## config.mk

```make
export PLATFORM = sky130hd
export DESIGN_NAME = obcd_option_decoder
export DESIGN_NICKNAME = d
export VERILOG_FILES = /design/src/core/obcd_option_decoder.v
export VERILOG_INCLUDE_DIRS = /design/src /design/src/core
export SDC_FILE = /design/constraint.sdc
export NUM_CORES = 1
export LEC_CHECK = 0
export BUFFER_PORTS_ARGS = -buffer_cell sky130_fd_sc_hd__buf_4
export CAP_MARGIN = 10
export CORE_ASPECT_RATIO = 0.5
export CORE_MARGIN = 10
export CORE_UTILIZATION = 45
export DETAILED_ROUTE_END_ITERATION = 10
export HOLD_SLACK_MARGIN = 0.08
export PLACE_DENSITY_LB_ADDON = 0.05
export SYNTH_ARGS = -nofsm -noshare
export SYNTH_HDL_FRONTEND = slang
export SYNTH_SLANG_ARGS = --single-unit
```

## constraint.sdc

```tcl
create_clock -name clk -period 5.49 [get_ports clk]
set_input_delay 0.2745 -clock clk [delete_from_list [all_inputs] [get_ports clk]]
set_output_delay 0.2745 -clock clk [all_outputs]
set_load 0.02 [all_outputs]
```

## src/core/obcd_defines.vh

```
// Constants for the static configuration byte decoder
`ifndef OBCD_DEFINES_VH
`define OBCD_DEFINES_VH

// ***************************************************
// Byte zero field positions
// ***************************************************
`define OBCD_B0_HALT_RST 7
`define OBCD_B0_WDG_TYPE 6
`define OBCD_B0_GUARD_DIS 5
`define OBCD_B0_VD_HI 4
`define OBCD_B0_VD_LO 3
`define OBCD_B0_RSVD 2
`define OBCD_B0_PKG_LOW 1
`define OBCD_B0_READOUT_N 0

// ***************************************************
// Byte one field positions
// ***************************************************
`define OBCD_B1_PKG_HIGH 7
`define OBCD_B1_RST_LEN 6
`define OBCD_B1_SRC_HI 5
`define OBCD_B1_SRC_LO 4
`define OBCD_B1_RNG_HI 3
`define OBCD_B1_RNG_LO 1
`define OBCD_B1_PLL_OFF 0

// ***************************************************
// Encodings and values
// ***************************************************
`define OBCD_BLANK 8'hff
`define OBCD_RDATA_RST 8'h00
`define OBCD_VD_OFF 2'h3
`define OBCD_VD_LOWEST 2'h2
`define OBCD_VD_MEDIUM 2'h1
`define OBCD_VD_HIGHEST 2'h0
`define OBCD_SRC_RESONATOR 2'h0
`define OBCD_SRC_RESERVED 2'h1
`define OBCD_SRC_INT_RC 2'h2
`define OBCD_SRC_EXTERNAL 2'h3
`define OBCD_RNG_1_2 3'h0
`define OBCD_RNG_2_4 3'h1
`define OBCD_RNG_4_8 3'h2
`define OBCD_RNG_8_16 3'h3
`define OBCD_RST_LONG 13'h1000
`define OBCD_RST_SHORT 13'h0100
// Programming unit: 0 idle, 1 write byte zero, 2 write byte one, 3 erase
`define OBCD_CMD_IDLE 2'h0
`define OBCD_CMD_WR0 2'h1
`define OBCD_CMD_WR1 2'h2
`define OBCD_CMD_ERASE 2'h3
`endif

```

## src/core/obcd_option_decoder.v

```verilog
// Static configuration byte store and decoder
// Function
// RL1 - Byte0 bit7 selects reset on halt
// RL2 - Byte0 bit6 selects hardware or software watchdog
// RL3 - Byte0 bit5 low enables clock security
// RL4 - Byte0 bits4:3 pick voltage detect threshold
// RL5 - Programmer keeps reserved bit at default; a byte zero write here can still clear bit 2
// RL6 - Byte0 bit0 low blocks readout and writes
// RL7 - Protected erase wipes user memory first
// RL8 - Unbonded pads forced to pull-up input
// RL9 - Byte1 bit6 picks 4096 or 256 cycles
// RL10 - Resonator users should pick long reset
// RL11 - Byte1 bits5:4 select main clock source
// RL12 - Byte1 bits3:1 decode frequency range
// RL13 - Range drives resonator current or operating range
// RL14 - Byte1 bit0 low doubles clock with PLL
// RL15 - PLL only with 2-4 MHz, never RC; the doubler here follows Byte1 bit0 alone, whatever the range or source
// RL16 - Bytes unmapped, reachable only in programming mode
// RL17 - Blank reads FFh; shipped with RC
// RL18 - ROM variant uses hard-wired values
// RL19 - ROM readout encoding inverted versus flash
// RL20 - Package low bit is ignored
// RL21 - Sample at reset, hold until next reset
`timescale 1ns/1ps
`include "obcd_defines.vh"

module obcd_option_decoder #(
  parameter ROM_VARIANT = 0,
  parameter [7:0] ROM_BYTE0 = 8'hff,
  parameter [7:0] ROM_BYTE1 = 8'hff,
  parameter [7:0] SHIP_BYTE1 = 8'he7,
  parameter NUM_PORTS = 6,
  parameter PADS_PER_PORT = 8,
  parameter [NUM_PORTS*PADS_PER_PORT-1:0] BONDED_MASK = {NUM_PORTS*PADS_PER_PORT{1'b1}}
) (
  // Clock and reset
  input wire clk,
  input wire rst,
  // Programming port, pins from the programming tool
  input wire prog_mode,
  input wire [1:0] prog_cmd,
  input wire [7:0] prog_wdata,
  output wire [7:0] prog_rdata0,
  output wire [7:0] prog_rdata1,
  output wire prog_busy,
  // User memory erase handshake
  output wire user_erase_req,
  input wire user_erase_done,
  // Decoded settings
  output wire halt_watchdog_reset_sel,
  output wire watchdog_type_sel,
  output wire clock_guard_enable,
  output wire low_supply_detector,
  output wire auxiliary_supply_detector,
  output wire [1:0] voltage_detect_level,
  output wire readout_guard,
  output wire [12:0] reset_cycles,
  output wire [1:0] clock_source_type,
  output wire [2:0] clock_freq_range,
  output wire resonator_current_en,
  output wire freq_doubler_en,
  output wire [NUM_PORTS*PADS_PER_PORT-1:0] pad_pullup_force
);

  // ***************************************************
  // Pin synchronisers
  // ***************************************************
  reg pm_s1_q, pm_s2_q, done_s1_q, done_s2_q;
  reg [1:0] cmd_s1_q, cmd_s2_q;
  reg [7:0] wd_s1_q, wd_s2_q;
  reg [1:0] cmd_prev_q;
  reg [1:0] cmd_act_q;

  always @(posedge clk) begin
    pm_s1_q <= prog_mode;
    pm_s2_q <= pm_s1_q;
    done_s1_q <= user_erase_done;
    done_s2_q <= done_s1_q;
    cmd_s1_q <= prog_cmd;
    cmd_s2_q <= cmd_s1_q;
    wd_s1_q <= prog_wdata;
    wd_s2_q <= wd_s1_q;
    cmd_prev_q <= cmd_s2_q;
  end

  // A command acts once, and only after two equal samples: the two
  // command bits cross from the tool with no relation to clk, so a step
  // from 0 to 3 could show 1 or 2 for one cycle.
  wire cmd_steady = (cmd_s2_q == cmd_prev_q);
  wire cmd_new = pm_s2_q && cmd_steady && (cmd_s2_q != cmd_act_q); // RL16

  // Last steady code; tracked outside programming mode too, so a code
  // left on the pins does not fire when the mode is entered
  always @(posedge clk) begin
    if (rst)
      cmd_act_q <= `OBCD_CMD_IDLE;
    else if (cmd_steady)
      cmd_act_q <= cmd_s2_q;
  end

  // ***************************************************
  // Non-volatile byte store
  // ***************************************************
  // The store models the flash cells: they survive rst, so only a
  // power-on init gives them their shipped value.
  reg [7:0] nv0_q = `OBCD_BLANK; // RL17
  reg [7:0] nv1_q = SHIP_BYTE1; // RL17
  localparam ST_IDLE = 2'b00;
  localparam ST_WIPE = 2'b01;
  localparam ST_CLEAR = 2'b10;
  reg [1:0] state_q = ST_IDLE;

  // Read-out protection bit as stored, honouring the variant polarity
  function guard_active;
    input [7:0] b0;
    begin
      if (ROM_VARIANT != 0)
        guard_active = b0[`OBCD_B0_READOUT_N]; // RL19
      else
        guard_active = ~b0[`OBCD_B0_READOUT_N]; // RL6
    end
  endfunction

  wire store_locked = guard_active(nv0_q); // RL6
  reg [1:0] state_d;
  reg [7:0] nv0_d, nv1_d;

  // ***************************************************
  // Erase sequencer and cell programming
  // ***************************************************
  // Cells only go from 1 to 0 on a write, as in flash; erase brings the 1s back
  always @* begin
    state_d = state_q;
    nv0_d = nv0_q;
    nv1_d = nv1_q;
    case (state_q)
      ST_IDLE: begin
        if (cmd_new && ROM_VARIANT == 0) begin // RL18
          case (cmd_s2_q)
            `OBCD_CMD_WR0: begin
              if (!store_locked)
                nv0_d = wd_s2_q & nv0_q; // RL6
            end
            `OBCD_CMD_WR1: begin
              if (!store_locked)
                nv1_d = wd_s2_q & nv1_q; // RL6
            end
            `OBCD_CMD_ERASE: begin
              if (store_locked)
                state_d = ST_WIPE; // RL7
              else
                state_d = ST_CLEAR;
            end
            default: begin
            end
          endcase
        end
      end
      ST_WIPE: begin
        // Option bytes stay intact until the user memory is gone
        if (done_s2_q)
          state_d = ST_CLEAR; // RL7
      end
      ST_CLEAR: begin
        // Both bytes blank together in one cycle
        nv0_d = `OBCD_BLANK; // RL17
        nv1_d = `OBCD_BLANK; // RL17
        state_d = ST_IDLE;
      end
      default: state_d = ST_IDLE;
    endcase
  end

  always @(posedge clk) begin
    state_q <= state_d;
    nv0_q <= nv0_d;
    nv1_q <= nv1_d;
  end

  assign user_erase_req = (state_q == ST_WIPE); // RL7
  assign prog_busy = (state_q != ST_IDLE);

  // ***************************************************
  // Readback
  // ***************************************************
  // Readback hidden while protected; blank pattern shown instead.
  // Outside programming mode the last value stays until rst loads 00.
  reg [7:0] rdata0_q, rdata0_d;
  reg [7:0] rdata1_q, rdata1_d;

  always @* begin
    rdata0_d = rdata0_q;
    rdata1_d = rdata1_q;
    if (pm_s2_q) begin // RL16
      rdata0_d = store_locked ? `OBCD_BLANK : nv0_q; // RL6
      rdata1_d = store_locked ? `OBCD_BLANK : nv1_q; // RL6
    end
  end

  always @(posedge clk) begin
    if (rst) begin
      rdata0_q <= `OBCD_RDATA_RST;
      rdata1_q <= `OBCD_RDATA_RST;
    end else begin
      rdata0_q <= rdata0_d;
      rdata1_q <= rdata1_d;
    end
  end

  assign prog_rdata0 = rdata0_q;
  assign prog_rdata1 = rdata1_q;

  // ***************************************************
  // Decode, sampled only while reset is held
  // ***************************************************
  // Settings never move outside reset, so bytes written in programming
  // mode only take effect at the next reset.
  wire [7:0] b0 = (ROM_VARIANT != 0) ? ROM_BYTE0 : nv0_q; // RL18
  wire [7:0] b1 = (ROM_VARIANT != 0) ? ROM_BYTE1 : nv1_q; // RL18
  wire [1:0] vd = b0[`OBCD_B0_VD_HI:`OBCD_B0_VD_LO];
  wire [1:0] src = b1[`OBCD_B1_SRC_HI:`OBCD_B1_SRC_LO];
  wire [2:0] rng = b1[`OBCD_B1_RNG_HI:`OBCD_B1_RNG_LO];
  // Reserved bit 2 and package bits carry no function here
  // RL5 RL20

  // ***************************************************
  // Decode helpers
  // ***************************************************
  // Both supply detectors share the one off code
  function detector_on;
    input [1:0] level;
    begin
      detector_on = (level != `OBCD_VD_OFF); // RL4
    end
  endfunction

  // The short phase suits clock sources that need no start-up time
  function [12:0] phase_cycles;
    input short_sel;
    begin
      if (short_sel)
        phase_cycles = `OBCD_RST_SHORT; // RL9
      else
        phase_cycles = `OBCD_RST_LONG; // RL9
    end
  endfunction

  // ***************************************************
  // Pad pull-up map
  // ***************************************************
  // Unbonded pads stay pulled-up inputs; left floating they would draw
  // current, so software must leave them alone.
  wire [NUM_PORTS*PADS_PER_PORT-1:0] pad_unbonded;
  genvar gp, gb;
  generate
    for (gp = 0; gp < NUM_PORTS; gp = gp + 1) begin : g_port
      for (gb = 0; gb < PADS_PER_PORT; gb = gb + 1) begin : g_pad
        assign pad_unbonded[gp*PADS_PER_PORT+gb] = ~BONDED_MASK[gp*PADS_PER_PORT+gb]; // RL8
      end
    end
  endgenerate

  // ***************************************************
  // Settings registers
  // ***************************************************
  reg halt_rst_q, halt_rst_d;
  reg wdog_type_q, wdog_type_d;
  reg guard_en_q, guard_en_d;
  reg low_det_q, low_det_d;
  reg aux_det_q, aux_det_d;
  reg [1:0] det_level_q, det_level_d;
  reg readout_q, readout_d;
  reg [12:0] rst_cyc_q, rst_cyc_d;
  reg [1:0] src_type_q, src_type_d;
  reg [2:0] range_q, range_d;
  reg res_cur_q, res_cur_d;
  reg doubler_q, doubler_d;
  reg [NUM_PORTS*PADS_PER_PORT-1:0] pad_force_q, pad_force_d;

  // Loaded on every clock edge while reset is held, held from release onwards
  always @* begin
    halt_rst_d = halt_rst_q;
    wdog_type_d = wdog_type_q;
    guard_en_d = guard_en_q;
    low_det_d = low_det_q;
    aux_det_d = aux_det_q;
    det_level_d = det_level_q;
    readout_d = readout_q;
    rst_cyc_d = rst_cyc_q;
    src_type_d = src_type_q;
    range_d = range_q;
    res_cur_d = res_cur_q;
    doubler_d = doubler_q;
    pad_force_d = pad_force_q;
    if (rst) begin // RL21
      halt_rst_d = b0[`OBCD_B0_HALT_RST]; // RL1
      wdog_type_d = b0[`OBCD_B0_WDG_TYPE]; // RL2
      guard_en_d = ~b0[`OBCD_B0_GUARD_DIS]; // RL3
      low_det_d = detector_on(vd); // RL4
      aux_det_d = detector_on(vd); // RL4
      det_level_d = vd; // RL4
      readout_d = guard_active(b0); // RL6
      rst_cyc_d = phase_cycles(b1[`OBCD_B1_RST_LEN]); // RL9
      src_type_d = src; // RL11
      range_d = rng; // RL12
      res_cur_d = (src == `OBCD_SRC_RESONATOR); // RL13
      doubler_d = ~b1[`OBCD_B1_PLL_OFF]; // RL14
      pad_force_d = pad_unbonded; // RL8
    end
  end

  always @(posedge clk) begin
    halt_rst_q <= halt_rst_d;
    wdog_type_q <= wdog_type_d;
    guard_en_q <= guard_en_d;
    low_det_q <= low_det_d;
    aux_det_q <= aux_det_d;
    det_level_q <= det_level_d;
    readout_q <= readout_d;
    rst_cyc_q <= rst_cyc_d;
    src_type_q <= src_type_d;
    range_q <= range_d;
    res_cur_q <= res_cur_d;
    doubler_q <= doubler_d;
    pad_force_q <= pad_force_d;
  end

  // ***************************************************
  // Output drive
  // ***************************************************
  assign halt_watchdog_reset_sel = halt_rst_q;
  assign watchdog_type_sel = wdog_type_q;
  assign clock_guard_enable = guard_en_q;
  assign low_supply_detector = low_det_q;
  assign auxiliary_supply_detector = aux_det_q;
  assign voltage_detect_level = det_level_q;
  assign readout_guard = readout_q;
  assign reset_cycles = rst_cyc_q;
  assign clock_source_type = src_type_q;
  assign clock_freq_range = range_q;
  assign resonator_current_en = res_cur_q;
  assign freq_doubler_en = doubler_q;
  assign pad_pullup_force = pad_force_q;

endmodule // obcd_option_decoder

```

==> flow_summary.toml <==
[global_routing]
grt_remaining_overflow = 0
track_usage_pct = 10.9
grt_pass1_vias = 1804
grt_pass1_wl_um = 9110
antenna_found_initial = 0
grt_max_degree = 35

[yosys]
ys_seq_area_share_pct = 66.0
yosys_warnings = 0
ys_top_cells_by_area = "edfxtp_1, dfxtp_1, buf_4"
synth_ff_type = "dfxtp_1"
netlist_area_um2 = 2880
synth_edf_count = 34
ys_async_sr_fraction_pct = 0
ys_top_cells_by_count = "buf_4, dfxtp_1, edfxtp_1, nand2_1, nor2_1"
yosysTopAreaCell = "edfxtp_1"
ys_ff_latch = 78
yosysMostFrequentCell = "buf_4"
netlist_instances = 248
ys_types = 23
synth_area_per_cell_um2 = 11.6
synth_top_area_share_pct = 35.4

[final_layout]
layout-drive-gt1-share_pct = 21.3
nNetsFinal = 324
syn_to_final_growth_pct = 21.1
n_antenna_cell = 0
final_area_um2 = 3490

[power_and_ir_drop]
intPower_w = 0.00127
p_comb_share_pct = 21.5
pwr_density_cell_nw_per_um2 = 519
switching_share_pct = 30.2
seqPwrFrac_pct = 49.0
ir_drop_v = 0.000213
power_frac_clock_pct = 29.5
p_leak_nw = 1.56
switching_power_w = 0.000547

[drt]
antenna_left = 0
vias = 1724
viasPerCell = 4.28
wirelength_um = 5670
dr.pass1.iters = 4
dr.first_iter.drc_count = 76
drc = 0
post_drt_wl_per_cell_um = 14.1

[worst_hold_path]
min-delay-start = "done_s1_q$_DFF_P_"
holdPathEnd = "done_s2_q$_DFF_P_"
hold_path_class = "register to register"
min_path_cells = 0

[setup_path]
crit_family = "compound AO/OA/AOI/OAI gates"
rr_endpoint = "b1[7]$_SDFFCE_PP1P_"
critPathBufInv = 0
cp_cell_sequence = "nand2_1 > or4_1 > o21ai_0"
worstPathMaxFanout = 8
criticalPathCategory = "register to register"
worst-r2r-setup-slack_ps = 3300
startpoint_type = "register"
arrival_ps = 2130
endpoint_kind = "register"
worstPathRequired_ps = 5420
reg2regPathDepth = 3
cp_slowest_cell = "o21ai_0"
max_stage_delay_ps = 880
r2r_start = "cmd_s2_q[1]$_DFF_P_"

[timing]
tightest_slew_ps = 1110
post-route-period-util_pct = 40.0
slew_viol_final = 0
max_clock_freq_mhz = 456
maxSlewHeadroom_pct = 24.9
skew_ps = 5.50
rsz0062_at_grt = "false"
setup_viol = 0
hold_viol = 0
period_minus_slack_ps = 2190
setup-tns-final_ps = 0

[placed_design]
globalplace.congestion = 0.724
placement.io_buffers = 48
place_area_um2 = 3090
dp_hpwl_um = 4180

[job]
maxCapViolations = 0

[floorplan]
coreArea_um2 = 6130
rows = 20
initial_core_util_pct = 47.0
dieHeight_um = 76.6
fp.dieArea_um2 = 10200
die_w_um = 133
ios = 108

[clocking]
clockBufferDepth = 2
clk_pin_slew_ps = 50
cts_resized = 0
cts_buffers = 9
cts.sinks = 78
cts.htree.levels = 3
post_cts_buffers = 0
clock_latency_ps = 320
cts_tree = "built"
cts-root-buf = "clkbuf_16"

[status]
status = "finished clean"
## cells by family (layout without fill, tap and decap cells)
kind of cell	Yosys count	count (layout)	synth area share [%]
other	1	59	0.130
AOI/OAI and AO/OA	24	24	5.08
xor gates and xnor gates	2	2	0.608
DFF	78	78	66.0
and+or+nand+nor	71	71	10.8
buffers and inverters	72	81	17.4
## power by group through the flow
stage / clock network [W] / registers (W) / logic [W]
CTS: 0.000550 / 0.000890 / 0.000396
global placement: 0 / 0.000897 / 0.000382
floorplan: 0 / 0.000927 / 0.000234
global route: 0.000571 / 0.000910 / 0.000433
detailed placement: 0 / 0.000902 / 0.000389
finish: 0.000535 / 0.000888 / 0.000390
## metrics by stage
step | utilization, % | power [W] | worst slack [ps] | hold slack [ps] | cells
2_1_floorplan | - | 0.00116 | 3600 | 302 | 306
3_3_place_gp | 50.4 | 0.00128 | 3350 | 311 | 375
3_5_place_dp | 50.4 | 0.00129 | 3240 | 312 | 375
4_1_cts | 56.9 | 0.00184 | 3230 | 325 | 403
5_1_grt | 56.9 | 0.00191 | 3120 | 333 | 403
6_report | 56.9 | 0.00181 | 3300 | 324 | 403
## flip-flops by register name, indices dropped and copies added (netlist names), 2 cells and up
name and count:
cmd_s2_q 2, voltage_detect_level 2, clock_freq_range 3, cmd_s1_q 2, cmd_prev_q 2, wd_s1_q 8
reset_cycles 2, clock_source_type 2, b1 8, prog_rdata1 8, prog_rdata0 8, cmd_act_q 2
wd_s2_q 8, b0 8, state_q 2
## placed cells by master (no fill, tap or decap), types with 3 or more instances in the layout
| master | Yosys | routed |
|---|---|---|
| or2_2 | 3 | 3 |
| a21oi_1 | 3 | 3 |
| nor2_1 | 21 | 21 |
| o22ai_1 | 15 | 15 |
| nor2b_1 | 4 | 4 |
| o31ai_1 | 3 | 3 |
| buf_4 | 60 | 49 |
| nand3_1 | 7 | 7 |
| inv_1 | 4 | 4 |
| nand2_1 | 31 | 31 |
| dlygate4sd3_1 | 0 | 12 |
| clkbuf_16 | 0 | 10 |
| conb_1 | 1 | 59 |
| edfxtp_1 | 34 | 34 |
| dfxtp_1 | 44 | 44 |
## what timing repair did
item / in CTS / in global routing
hold endpoints to repair: 12 / 0
hold buffers: 12 / 0
setup endpoints to repair: 0 / 0
## how the worst max path moves through the flow
stage | start | to | slack, ps | depth (start not counted)
2_1_floorplan | cmd_act_q[1]$_SDFFE_PP0N_ | b1[0]$_SDFFCE_PP1P_ | 3600 | 3
3_3_place_gp | cmd_act_q[1]$_SDFFE_PP0N_ | b1[3]$_SDFFCE_PP1P_ | 3350 | 3
3_5_place_dp | cmd_act_q[1]$_SDFFE_PP0N_ | b1[3]$_SDFFCE_PP1P_ | 3240 | 3
4_1_cts | cmd_s2_q[1]$_DFF_P_ | b1[7]$_SDFFCE_PP1P_ | 3230 | 3
5_1_grt | cmd_s2_q[1]$_DFF_P_ | b1[7]$_SDFFCE_PP1P_ | 3120 | 3
6_report | cmd_s2_q[1]$_DFF_P_ | b1[7]$_SDFFCE_PP1P_ | 3300 | 3
## final cells by class
type                            instances  area (µm²)
Fill cell                             532        2640
Tap cell                               88         110
Sequential cell                        78        1900
Inverter                                4        15.0
Clock inverter                          4        21.3
Multi-Input combinational cell        156         697
Clock buffer                           12         258
Timing Repair Buffer                   61         488
## routing by layer
| layer | wire length [µm] | global-route usage (%) |
|---|---|---|
| met2 | 2380 | 16.1 |
| met5 | 0 | 0 |
| met4 | 70 | 4.86 |
| met3 | 452 | 5.46 |
| met1 | 2770 | 13.2 |
Note: power is estimated with default switching activity, not from simulation.
